### src/include/tsdiag_params.svh
/*
 * Constants of the touch status and diagnostics block: register offsets,
 * command codes, self-test limits and timing.
 * Assumes a 250 MHz core clock and a byte-wide register port.
 */
`ifndef TSDIAG_PARAMS_SVH
`define TSDIAG_PARAMS_SVH

// ==========================================================================
// Clock
// ==========================================================================
`define TSD_CLK_KHZ 250000

// ==========================================================================
// Register ranges and offsets
// ==========================================================================
`define TSD_CFG_LAST 8'h7E
`define TSD_CMD_FIRST 8'h80
`define TSD_CMD_LAST 8'h87
`define TSD_STAT_FIRST 8'h88
`define TSD_STAT_LAST 8'hFB
`define TSD_CFG_FSS 8'h00
`define TSD_CFG_SENSCTL 8'h01
`define TSD_CFG_ATTNSEL 8'h02
`define TSD_CMD_CTRL 8'h80
`define TSD_STAT_CUR 8'h88
`define TSD_STAT_LATCHED 8'h89
`define TSD_STAT_DIAG_SENS 8'h8A
`define TSD_STAT_DIAG_SYS 8'h8B
`define TSD_STAT_CMD 8'h8C

// ==========================================================================
// Commands and command status
// ==========================================================================
`define TSD_CMD_SAVE 8'h02
`define TSD_CMD_OK 8'h00
`define TSD_CMD_BAD 8'hFD

// ==========================================================================
// Self-test limits (45 pF, 1 nF = 1000 pF, 4 nF = 4000 pF)
// ==========================================================================
`define TSD_CP_MAX_PF 8'h2D
`define TSD_MODULATION_CAPACITOR_MIN_PF 16'h03E8
`define TSD_MODULATION_CAPACITOR_MAX_PF 16'h0FA0

// ==========================================================================
// Timing
// ==========================================================================
`define TSD_DIAG_PULSE_MS 50
`define TSD_DIAG_PULSE_CYC (`TSD_DIAG_PULSE_MS * `TSD_CLK_KHZ)
`define TSD_ATTN_PULSE_CYC 250
`define TSD_REFRESH_CYC 25000

`endif

### src/include/tsdiag_pkg.sv
/*
 * Types shared by the touch status and diagnostics block.
 * Assumes eight sensor channels.
 */
package tsdiag_pkg;

    // ======================================================================
    // Sizes
    // ======================================================================
    localparam int TSD_NUM_SENS = 8;

    // ======================================================================
    // Active configuration
    // ======================================================================
    typedef struct packed {
        logic [7:0] neighbour_touch_suppression;
        logic [7:0] sensor_ctl;
        logic attn_sel;
    } tsd_cfg_s;

    // ======================================================================
    // Boot and run phases
    // ======================================================================
    typedef enum logic [1:0] {
        ST_LOAD,
        ST_WAIT_DIAG,
        ST_PULSE,
        ST_RUN
    } tsd_state_e;

endpackage : tsdiag_pkg

### src/hw/tsdiag_top.sv
/*
 * Touch status, host attention and power-up self-test logic.
 * Assumes an external byte register port on CLK (from an I2C slave), an
 * external non-volatile store and a measurement engine on CLK; raw touch
 * levels come from the sensing front end and are synchronised here.
 */
`include "tsdiag_params.svh"

module tsdiag_top import tsdiag_pkg::*; #(
    parameter int N = TSD_NUM_SENS,
    parameter int unsigned DIAG_PULSE_CYC = `TSD_DIAG_PULSE_CYC,
    parameter int unsigned ATTN_PULSE_CYC = `TSD_ATTN_PULSE_CYC,
    parameter int unsigned REFRESH_CYC = `TSD_REFRESH_CYC,
    parameter tsd_cfg_s FACTORY_CFG = '0
) (
    input wire logic CLK,
    input wire logic RESETN,
    input wire logic CE,
    input wire logic [N-1:0] TOUCH_RAW,
    input wire logic DIAG_VALID,
    input wire logic [N*8-1:0] DIAG_CP_PF,
    input wire logic [N-1:0] DIAG_SHORT_GND,
    input wire logic [N-1:0] DIAG_SHORT_VDD,
    input wire logic [N-1:0] DIAG_SHORT_SENS,
    input wire logic [N-1:0] DIAG_SHORT_SHIELD,
    input wire logic DIAG_SHIELD_FAIL,
    input wire logic [15:0] DIAG_MODULATION_CAPACITOR_PF,
    input wire logic NVM_USER_VALID,
    input wire tsd_cfg_s NVM_USER_CFG,
    input wire logic NVM_BACKUP_VALID,
    input wire tsd_cfg_s NVM_BACKUP_CFG,
    input wire logic REG_WR,
    input wire logic REG_RD,
    input wire logic [7:0] REG_ADDR,
    input wire logic [7:0] REG_WDATA,
    output logic [7:0] REG_RDATA,
    output logic NVM_SAVE,
    output tsd_cfg_s NVM_SAVE_CFG,
    output logic [1:0] ATTN_O,
    output logic [1:0] ATTN_OE,
    output logic [N-1:0] SENS_OUT_O,
    output logic [N-1:0] SENS_OUT_OE,
    output logic BOOT_DONE
);

    // ======================================================================
    // Elaboration checks
    // ======================================================================
    if (N != TSD_NUM_SENS) begin : g_bad_n
        $error("N must equal the configuration field width");
    end
    if (DIAG_PULSE_CYC < 1 || ATTN_PULSE_CYC < 1 || REFRESH_CYC <= ATTN_PULSE_CYC) begin : g_bad_t
        $error("Timing counts out of range");
    end

    // ======================================================================
    // State
    // ======================================================================
    tsd_state_e state;
    tsd_cfg_s cfg;
    logic [7:0] shadow [0:126];
    logic [N-1:0] touch_m, touch_s;
    logic [N-1:0] fail_sens, disabled, report, latched;
    logic shield_fail, modulation_capacitor_fail, diag_done;
    logic [31:0] pulse_cnt, attn_cnt, holdoff;
    logic attn_pending;
    logic [2:0] owner;
    logic owner_valid;
    logic [7:0] cmd_status;

    // Two-flop synchroniser on raw touch levels
    always_ff @(posedge CLK or negedge RESETN) begin
        if (!RESETN) begin
            touch_m <= '0;
            touch_s <= '0;
        end else if (CE) begin
            touch_m <= TOUCH_RAW;
            touch_s <= touch_m;
        end
    end

    // ======================================================================
    // Self-test evaluation
    // ======================================================================
    logic [N-1:0] sens_bad;
    for (genvar i = 0; i < N; i++) begin : g_diag
        assign sens_bad[i] = (DIAG_CP_PF[i*8 +: 8] > `TSD_CP_MAX_PF)
            | DIAG_SHORT_GND[i] | DIAG_SHORT_VDD[i]
            | DIAG_SHORT_SENS[i] | DIAG_SHORT_SHIELD[i];
    end
    wire modulation_capacitor_bad = (DIAG_MODULATION_CAPACITOR_PF < `TSD_MODULATION_CAPACITOR_MIN_PF)
        || (DIAG_MODULATION_CAPACITOR_PF > `TSD_MODULATION_CAPACITOR_MAX_PF);
    wire all_bad = DIAG_SHIELD_FAIL || modulation_capacitor_bad;
    wire [N-1:0] next_fail = all_bad ? '1 : sens_bad;

    // Boot source selection: user, then last valid, then factory
    wire tsd_cfg_s boot_cfg = NVM_USER_VALID ? NVM_USER_CFG
        : (NVM_BACKUP_VALID ? NVM_BACKUP_CFG : FACTORY_CFG);

    // Boot sequencer: load, wait results, pulse failures, run
    always_ff @(posedge CLK or negedge RESETN) begin
        if (!RESETN) begin
            state <= ST_LOAD;
            cfg <= '0;
            fail_sens <= '0;
            disabled <= '0;
            shield_fail <= 1'b0;
            modulation_capacitor_fail <= 1'b0;
            diag_done <= 1'b0;
            pulse_cnt <= '0;
            BOOT_DONE <= 1'b0;
        end else if (CE) begin
            unique case (state)
                ST_LOAD: begin
                    cfg <= boot_cfg;
                    state <= ST_WAIT_DIAG;
                end
                ST_WAIT_DIAG: begin
                    if (DIAG_VALID) begin
                        fail_sens <= next_fail;
                        disabled <= next_fail;
                        shield_fail <= DIAG_SHIELD_FAIL;
                        modulation_capacitor_fail <= modulation_capacitor_bad;
                        diag_done <= 1'b1;
                        pulse_cnt <= DIAG_PULSE_CYC;
                        state <= (|next_fail) ? ST_PULSE : ST_RUN;
                        BOOT_DONE <= ~(|next_fail);
                    end
                end
                ST_PULSE: begin
                    pulse_cnt <= pulse_cnt - 32'h00000001;
                    // Boot ends a cycle after the last pulse cycle, never during it
                    if (pulse_cnt == 32'h00000001) begin
                        state <= ST_RUN;
                    end
                end
                ST_RUN: begin
                    BOOT_DONE <= 1'b1;
                end
            endcase
        end
    end

    // ======================================================================
    // Reported status with neighbour suppression
    // ======================================================================
    function automatic logic [2:0] lowest(input logic [N-1:0] v);
        lowest = 3'h0;
        for (int k = N - 1; k >= 0; k--) begin
            if (v[k]) begin
                lowest = k[2:0];
            end
        end
    endfunction

    wire run = (state == ST_RUN);
    wire [N-1:0] live = run ? (touch_s & ~disabled) : '0;
    wire [N-1:0] fss_live = live & cfg.neighbour_touch_suppression;
    wire keep_owner = owner_valid && fss_live[owner];
    wire next_owner_valid = keep_owner || (|fss_live);
    wire [2:0] next_owner = keep_owner ? owner : lowest(fss_live);
    wire [N-1:0] owner_bit = next_owner_valid ? (N'(1) << next_owner) : '0;
    wire [N-1:0] next_report = (live & ~cfg.neighbour_touch_suppression) | owner_bit;

    // Status registers and latched touches; a new touch wins over a clear
    wire rd_latched = REG_RD && (REG_ADDR == `TSD_STAT_LATCHED);
    always_ff @(posedge CLK or negedge RESETN) begin
        if (!RESETN) begin
            owner <= 3'h0;
            owner_valid <= 1'b0;
            report <= '0;
            latched <= '0;
        end else if (CE) begin
            owner <= next_owner;
            owner_valid <= next_owner_valid;
            report <= next_report;
            latched <= (rd_latched ? '0 : latched) | report;
        end
    end

    // ======================================================================
    // Host attention pulse
    // ======================================================================
    wire changed = (next_report != report);
    wire attn_start = (attn_pending || changed) && (holdoff == 32'h0);
    always_ff @(posedge CLK or negedge RESETN) begin
        if (!RESETN) begin
            attn_pending <= 1'b0;
            attn_cnt <= '0;
            holdoff <= '0;
        end else if (CE) begin
            // A change served by the pulse starting now leaves nothing pending
            attn_pending <= (changed || attn_pending) && !attn_start;
            if (attn_start) begin
                attn_cnt <= ATTN_PULSE_CYC;
                holdoff <= REFRESH_CYC;
            end else begin
                attn_cnt <= (attn_cnt != 32'h0) ? attn_cnt - 32'h00000001 : attn_cnt;
                holdoff <= (holdoff != 32'h0) ? holdoff - 32'h00000001 : holdoff;
            end
        end
    end

    // ======================================================================
    // Open-drain pin drive
    // ======================================================================
    wire attn_on = attn_start || (attn_cnt > 32'h00000001);
    wire [1:0] next_attn_oe = attn_on ? (2'h1 << cfg.attn_sel) : 2'h0;
    wire [N-1:0] next_sens_oe = (state == ST_PULSE) ? fail_sens
        : (report & cfg.sensor_ctl);
    always_ff @(posedge CLK or negedge RESETN) begin
        if (!RESETN) begin
            ATTN_O <= 2'h0;
            ATTN_OE <= 2'h0;
            SENS_OUT_O <= '0;
            SENS_OUT_OE <= '0;
        end else if (CE) begin
            ATTN_O <= 2'h0;
            ATTN_OE <= next_attn_oe;
            SENS_OUT_O <= '0;
            SENS_OUT_OE <= next_sens_oe;
        end
    end

    // ======================================================================
    // Register port
    // ======================================================================
    wire wr_cfg = REG_WR && (REG_ADDR <= `TSD_CFG_LAST);
    wire wr_cmd = REG_WR && (REG_ADDR >= `TSD_CMD_FIRST) && (REG_ADDR <= `TSD_CMD_LAST);
    wire wr_save = wr_cmd && (REG_ADDR == `TSD_CMD_CTRL) && (REG_WDATA == `TSD_CMD_SAVE);
    wire tsd_cfg_s shadow_cfg = '{neighbour_touch_suppression: shadow[0], sensor_ctl: shadow[1],
        attn_sel: shadow[2][0]};
    wire [7:0] diag_sys = {5'h00, diag_done, modulation_capacitor_fail, shield_fail};
    wire [7:0] next_rdata =
        (REG_ADDR <= `TSD_CFG_LAST) ? shadow[REG_ADDR[6:0]]
        : (REG_ADDR == `TSD_STAT_CUR) ? report
        : (REG_ADDR == `TSD_STAT_LATCHED) ? (latched | report)
        : (REG_ADDR == `TSD_STAT_DIAG_SENS) ? fail_sens
        : (REG_ADDR == `TSD_STAT_DIAG_SYS) ? diag_sys
        : (REG_ADDR == `TSD_STAT_CMD) ? cmd_status
        : 8'h00;

    // Shadow configuration, commands and read data; status is never written
    always_ff @(posedge CLK or negedge RESETN) begin
        if (!RESETN) begin
            for (int a = 0; a < 127; a++) begin
                shadow[a] <= 8'h00;
            end
            cmd_status <= `TSD_CMD_OK;
            NVM_SAVE <= 1'b0;
            NVM_SAVE_CFG <= '0;
            REG_RDATA <= 8'h00;
        end else if (CE) begin
            if (state == ST_LOAD) begin
                shadow[0] <= boot_cfg.neighbour_touch_suppression;
                shadow[1] <= boot_cfg.sensor_ctl;
                shadow[2] <= {7'h00, boot_cfg.attn_sel};
            end else if (wr_cfg) begin
                shadow[REG_ADDR[6:0]] <= REG_WDATA;
            end
            NVM_SAVE <= wr_save;
            if (wr_save) begin
                NVM_SAVE_CFG <= shadow_cfg;
            end
            if (wr_cmd) begin
                cmd_status <= wr_save ? `TSD_CMD_OK : `TSD_CMD_BAD;
            end
            if (REG_RD) begin
                REG_RDATA <= next_rdata;
            end
        end
    end

    // ======================================================================
    // Assertions
    // ======================================================================
    a_attn_low_only: assert property (@(posedge CLK) disable iff (!RESETN)
        ATTN_O == 2'h0) else $error("Attention pin drives high");
    a_attn_one_pin: assert property (@(posedge CLK) disable iff (!RESETN)
        ATTN_OE != 2'h0 |-> $onehot(ATTN_OE)) else $error("Two attention pins");
    a_latch_keeps: assert property (@(posedge CLK) disable iff (!RESETN)
        CE && report[0] |=> latched[0]) else $error("Touch not latched");
    a_latch_clears: assert property (@(posedge CLK) disable iff (!RESETN)
        CE && rd_latched && report == '0 |=> latched == '0) else $error("Latch not cleared");
    a_fss_single: assert property (@(posedge CLK) disable iff (!RESETN)
        $onehot0(report & cfg.neighbour_touch_suppression)) else $error("Two suppressed buttons on");
    a_fail_pulse: assert property (@(posedge CLK) disable iff (!RESETN)
        CE && state == ST_PULSE |=> SENS_OUT_OE == fail_sens) else $error("Fail pulse wrong");
    a_all_fail: assert property (@(posedge CLK) disable iff (!RESETN)
        diag_done && (shield_fail || modulation_capacitor_fail) |-> disabled == '1) else $error("Not all off");
    a_boot_order: assert property (@(posedge CLK) disable iff (!RESETN)
        BOOT_DONE |-> state == ST_RUN) else $error("Boot done during pulse");
    a_disabled_quiet: assert property (@(posedge CLK) disable iff (!RESETN)
        (report & disabled) == '0) else $error("Disabled sensor reported");
    a_save_next: assert property (@(posedge CLK) disable iff (!RESETN)
        CE && wr_save |=> NVM_SAVE && NVM_SAVE_CFG == $past(shadow_cfg)) else $error("Save lost");
    a_attn_spacing: assert property (@(posedge CLK) disable iff (!RESETN)
        CE && attn_start |=> holdoff == REFRESH_CYC && !attn_start) else $error("Pulse spacing");

endmodule : tsdiag_top

### config.mk
export PLATFORM = sky130hd
export DESIGN_NAME = tsdiag_top
export DESIGN_NICKNAME = d
export VERILOG_FILES = /design/src/include/tsdiag_pkg.sv /design/src/hw/tsdiag_top.sv
export VERILOG_INCLUDE_DIRS = /design/src /design/src/include
export SDC_FILE = /design/constraint.sdc
export NUM_CORES = 2
export LEC_CHECK = 0
export BUFFER_PORTS_ARGS = -buffer_cell sky130_fd_sc_hd__buf_4
export CAP_MARGIN = 15
export CORE_MARGIN = 2
export CORE_UTILIZATION = 62
export CTS_CLUSTER_DIAMETER = 80
export DETAILED_ROUTE_END_ITERATION = 12
export PLACE_DENSITY = 0.8
export SYNTH_ARGS = -nofsm -noshare
export SYNTH_HDL_FRONTEND = slang
export SYNTH_SLANG_ARGS = --single-unit
### constraint.sdc
create_clock -name CLK -period 4.7 [get_ports CLK]
set_input_delay 0.705 -clock CLK [delete_from_list [all_inputs] [get_ports CLK]]
set_output_delay 0.705 -clock CLK [all_outputs]
set_load 0.01 [all_outputs]
======== Yosys cells after proc, flatten, opt, wreduce, memory -nomap -nowiden ========
Index checks and enable logic that the tools add are counted.
operators by class
  add/subtract/negate cells ............... 3
  order comparisons ....................... 17
  eq/ne operators ......................... 14
  shifts and indexed selects .............. 2
  mux-type cells .......................... 46
  bitwise operators ....................... 44
  reductions and logical operators ........ 40
operators by type and width
  cell                                                           number
  bitwise mux 1016 bit                                           1
  2-to-1 mux 1016 bit                                            1
  2-to-1 mux 32 bit                                              5
  2-to-1 mux 8 bit                                               15
  subtractor 32 x 1 -> 32 bit (second input constant)            3
  > comparator 8 x 6 -> 1 bit (second input constant)            8
  one-hot mux 32 bit (2 select lines)                            1
  nonzero test 32 bit                                            2
  binary-select mux 8 bit (select 7 bit)                         1
  demux 8 bit (select 7 bit)                                     1
  == test 8 bit (second input constant)                          6
  2-to-1 mux 17 bit                                              2
  bitwise AND 8 bit                                              4
  == test 32 x 1 -> 1 bit (second input constant)                1
  > comparator 32 x 1 -> 1 bit (second input constant)           1
  zero test 32 bit                                               1
  OR 1 bit                                                       32
  2-to-1 mux 3 bit                                               9
  2-to-1 mux 24 bit                                              1
  OR 8 bit                                                       3
  >= comparator 8 bit (second input constant)                    2
  > comparator 16 x 12 -> 1 bit (second input constant)          1
  less-than comparator 16 x 10 -> 1 bit (second input constant)  1
  NOT 8 bit                                                      2
  28 further kinds                                               62
storage, ports and cells
  register bits ........................... 1224
  input bits .............................. 179

======== Depth between registers and ports, before layout ========
  word-level depth ........................ 21
  gate-level depth with buffers ........... 15
  gate-level depth less buffers ........... 12

======== Worst setup path before layout ========
No wires, ideal clock.
  path type ............................... in2reg
  start point ............................. in REG_ADDR[0]
  end point ............................... reg REG_RDATA[5]
  arrival ................................. 3.667 ns
  slack ................................... 0.897 ns
  stages on the path ...................... 9
  buffers on the path ..................... 3
  cells stage by stage .................... clkbuf_1 > buf_2 > buf_1 > mux4_2 > mux4_2 > a221oi_1 > o221ai_1 > a222oi_1 > o21ai_0
between the ends
  longest elaborated chain between the ends .. 7
  elaborated cells on any way between the ends .. 16
  classes of those cells .................. order compare: 1; eq/ne: 5; mux: 9; bitwise: 1
RTL lines
  item                                                                    line               source
  start: declaration                                                      tsdiag_top.sv:34   input wire logic [7:0] REG_ADDR,
  parallel branches: the longest is 6 deep, another holds NOT 7 -> 8 bit  --
  2-to-1 mux 8 bit *                                                      tsdiag_top.sv:235  (REG_ADDR <= `TSD_CFG_LAST) ? shadow[REG_ADDR[6:0]]
  end signal: assignment                                                  tsdiag_top.sv:269  REG_RDATA <= next_rdata;
  end: declaration                                                        tsdiag_top.sv:36   output logic [7:0] REG_RDATA,
Every way passes the cells marked *. The select of a mux whose other input is x is not followed.
A chain may end at the register's enable or synchronous reset.

======== Final worst setup path ========
  start point ............................. reg state[0]
  end point ............................... reg attn_cnt[10]
between the ends
  longest elaborated chain between the ends .. 20
  elaborated cells on any way between the ends .. 27
  classes of those cells .................. eq/ne: 2; shift: 1; mux: 14; bitwise: 3; reduce/logical: 7
RTL lines
  item                           line               source
  start: declaration             tsdiag_top.sv:59   tsd_state_e state;
  start signal: assignment       tsdiag_top.sv:126  state <= (|next_fail) ? ST_PULSE : ST_RUN;
  == test 2 bit *                tsdiag_top.sv:156  wire run = (state == ST_RUN);
  2-to-1 mux 8 bit *             tsdiag_top.sv:157  wire [N-1:0] live = run ? (touch_s & ~disabled) : '0;
  bitwise AND 8 bit              tsdiag_top.sv:158  wire [N-1:0] fss_live = live & cfg.neighbour_touch_suppression;
  2-to-1 mux 3 bit (8 in a row)  tsdiag_top.sv:150  if (v[k]) begin
  2-to-1 mux 3 bit               tsdiag_top.sv:161  wire [2:0] next_owner = keep_owner ? owner : lowest(fss_live);
  << shifter 1 x 3 -> 8 bit      tsdiag_top.sv:162  wire [N-1:0] owner_bit = next_owner_valid ? (N'(1) << next_owner) : '0;
  2-to-1 mux 8 bit               tsdiag_top.sv:162
  OR 8 bit *                     tsdiag_top.sv:163  wire [N-1:0] next_report = (live & ~cfg.neighbour_touch_suppression) | owner_bit;
  != test 8 bit *                tsdiag_top.sv:184  wire changed = (next_report != report);
  logical OR 1 bit *             tsdiag_top.sv:185  wire attn_start = (attn_pending || changed) && (holdoff == 32'h0);
  logical AND 1 bit *            tsdiag_top.sv:185
  nonzero test 2 bit (no line)   --
  AND reduction 2 bit (no line)  --
  end signal: assignment         tsdiag_top.sv:198  attn_cnt <= (attn_cnt != 32'h0) ? attn_cnt - 32'h00000001 : attn_cnt;
  end: declaration               tsdiag_top.sv:65   logic [31:0] pulse_cnt, attn_cnt, holdoff;
Mark *: on every way between the ends. The rest lies on a longest branch, timed or not. The select of a mux whose other input is x is not followed.

==> metrics.md <==
| Metric | Value |
|---|---|
| Htree depth | 3 |
| CP Max Fanout | 28 |
| Peak supply drop | between 0.3 and 0.4 mV |
| Post-Syn Area | 57200 µm² |
| Worst-margin pin slew | 1.14 ns |
| Combinational Power Share | 12.7% |
| R2r endpoint | attn_cnt[10] |
| Layout Cells excl Fill | between 5k and 6k |
| Clk_skew | slightly below 0.02 ns |
| Cells on worst reg2reg path | 11 |
| Hold Fails Final Rpt | 0 |
| Number of vias per cell | around 6.6 |
| Crit share post-route | 93.1% |
| CTS tree | done |
| Hpwl dp | 92700 µm |
| Initial core utilization | roughly 62% |
| Seq cells post-synth | 1217 |
| Crit end category | register |
| Clock sink total | around 1.2k |
| Die height | 308 µm |
| Core area | roughly 92000 µm² |
| I/O Buffers | just over 200 |
| CTS Root Cell | clkbuf_16 |
| Critical path origin | state[0] |
| Worst Setup Path Type | reg2reg |
| Finished Cell Area | 64300 µm² |
| Crit path launch type | register |
| Sequential power share | between 40% and 50% |
| Placed instance count | ~5.3k |
| Grt met2 use | 48.5% |
| Row count | 111 |
| Most common cell after layout, fill and taps aside | dfrtp_1 |
| Initial antenna violation count | 6 |
| Leak | ~0.031 µW |
| Reg2reg setup slack | around 0.32 ns |
| Slew Viols, Final | 0 |
| Fmax | between 200 and 250 MHz |
| DR vias | about 36k |
| Psw | 6490 µW |
| Int Pwr | 18000 µW |
| Clk buf depth | 3 |
| Unrepaired setup endpoints after global routing | false |
| Storage cell area | slightly above 30000 µm² |
| Clock Power Share | approximately 39% |
| Met1 GRT Util | a little over two fifths |
| Library cells used by synthesis | 80 |
| Clock-pin slew on the worst setup and hold paths | approximately 0.06 ns |
| Nets | 4394 |
| Clk_lat worst skew | about 0.69 ns |
| Post-Syn Area per Cell | ~14 µm² |
| Arr. time, crit path | approximately 5.0 ns |
| First drt pass iteration count | 6 |
| Share of synthesized area occupied by flip-flops and latches | a little over half |
| Die footprint | 94700 µm² |
| DRC | 0 |
| Setup Viol. Count Final | 0 |
| Largest net degree at the start of global routing | approximately 140 |
| Share of cells above drive strength 1 | between 40% and 50% |
| Critical Path RT | 5.30 ns |
| DRT antenna net count | 0 |
| Final worst-path setup slack | between 0.3 and 0.4 ns |
| Hold Path Class | in2async |
| Final Routed Wirelength | about 140000 µm |
| TNS Setup | 0 ns |
| Area Overhead vs Synth | 12.4% |
| Dpl cell area | approximately 60000 µm² |
| Post-CTS sizing | 0 |
| Switch share | between 20% and 30% |
| Fillers | 5971 |
| DR iter-0 viols | about 3k |
| Gr usage total | between 30% and 40% |
| Avg WL per Cell | ~26 µm |
| Met3 Use GR | 5.55% |
| Post-synth EDFFs | 0 |
| Max cap viols | 0 |
| Most frequent cells in the layout | dfrtp_1, mux2_2, mux4_2 |
| Vias in the first global route | roughly 37k |
| Max-slew headroom | about a quarter |
| GP Congestion | 0.905 |
| Place WS | roughly 0.42 ns |
| Pwr Density | roughly 380 nW/µm² |
| Tmin final | 4.38 ns |
| DIE WIDTH | approximately 300 µm |
| Grt peak-use layer | met2 |
| Hold-fix buffers, CTS | 0 |
| Yosys warnings | 0 |
| Grt ovf | 0 |
| Mapped Cells | just over 4k |
| Top Ports | 226 |
| Start of the worst register-to-register path | state[0] |
| Multi-input logic area | between 20000 and 30000 µm² |
| Setup repair bufs after CTS | 0 |
| First-pass GRT wire length | 221000 µm |
| Async S/R FF share, synth | 100% |
| CTS buffer count | roughly 120 |
| Top FF cell, synth | dfrtp_1 |
| Status | complete, no violations |
[layout make-up]
type	count	share of cell area [%]
diodes	1	0.00389
clock inverters	38	0.559
clock buffers	177	5.54
flip-flops and latches	1217	47.4
multi-input cells	2513	39.7
repair buffers	323	4.30
inverters	32	0.187
well taps	1186	2.31
[Yosys cell counts (14+ instances only)]
cell type  instances  area [µm²]
o31ai_1           24         180
nand2_1          259         972
nand2b_1          14        87.6
and3_1            23         144
nor2b_1           17         106
a211oi_1          15         113
mux2i_1           33         330
nor2_1           157         589
nand3_1           31         155
mux4_2           317        7140
a21oi_1           84         420
inv_1             30         113
xnor2_1           18         158
mux2_2          1030       11600
buf_2             32         160
a22oi_1           18         135
buf_1             25        93.8
o21ai_0           96         480
clkbuf_1         206         773
or3_1             26         163
nor4_1            35         219
nor3_1            57         285
dfrtp_1         1217       30500
[power by group through the flow]
stage	clock, µW	combinational [µW]	sequential [µW]
finish	9490	3100	11900
global route	10000	3390	12000
global placement	0	3000	12000
detailed placement	0	3080	12100
floorplan	0	2100	11800
CTS	9600	3100	11900
[worst max path at each step]
stage | endpoint | slack [ns] | cells past startpoint
4_1_cts | attn_cnt[10] | 0.41 | 11
3_3_place_gp | attn_cnt[5] | 0.47 | 12
6_report | attn_cnt[10] | 0.32 | 11
5_1_grt | attn_cnt[10] | 0.09 | 12
2_1_floorplan | REG_RDATA[5] | 0.90 | 9
3_5_place_dp | attn_cnt[10] | 0.42 | 11
[layer usage]
| layer | up-vias | wire, µm |
|---|---|---|
| met4 | 8 | 6260 |
| met3 | 338 | 9840 |
| li1 | 15500 | - |
| met2 | 1324 | 68300 |
| met5 | - | 58 |
| met1 | 19200 | 57500 |
[registers in the layout, indices dropped and copies added (netlist names), 2 cells and up]
register and count:
ATTN_OE 2, NVM_SAVE_CFG 17, REG_RDATA 8, SENS_OUT_OE 8
attn_cnt 32, cfg 17, disabled 8, holdoff 32
latched 8, owner 3, pulse_cnt 32, report 8
shadow 1016, state 2, touch_m 8, touch_s 8
[metrics by stage]
step | util (%) | total power [µW] | hold slack, ns
6_report | 70.2 | 24500 | 0.00214
3_3_place_gp | 66.0 | 15000 | 0.456
4_1_cts | 70.2 | 24600 | 0.0966
3_5_place_dp | 66.0 | 15100 | 0.452
5_1_grt | 70.2 | 25400 | 0.0858
2_1_floorplan | - | 13800 | 0.409
[cell families after synthesis]
| family | synth area share, % |
|---|---|
| adders and majority gates | 0.197 |
| buffers and inverters | 2.22 |
| AOI/OAI and AO/OA | 4.49 |
| DFF | 53.2 |
| and+or+nand+nor | 6.08 |
| muxes | 33.3 |
| other | 0.00656 |
| xor gates and xnor gates | 0.429 |
[worst max-delay path: stages, from the launching register on]
cell and delay (ns):
dfrtp_1 0.39, ha_1 0.86, nand4b_1 0.30, and4_1 0.31, o211ai_1 0.50, o2bb2ai_1 0.13, a211o_1 0.24, nor4_1 0.25
nand4_2 0.28, o21a_1 0.39, or4_4 0.47, o2bb2ai_1 0.16
Note: power is estimated with default switching activity, not from simulation.
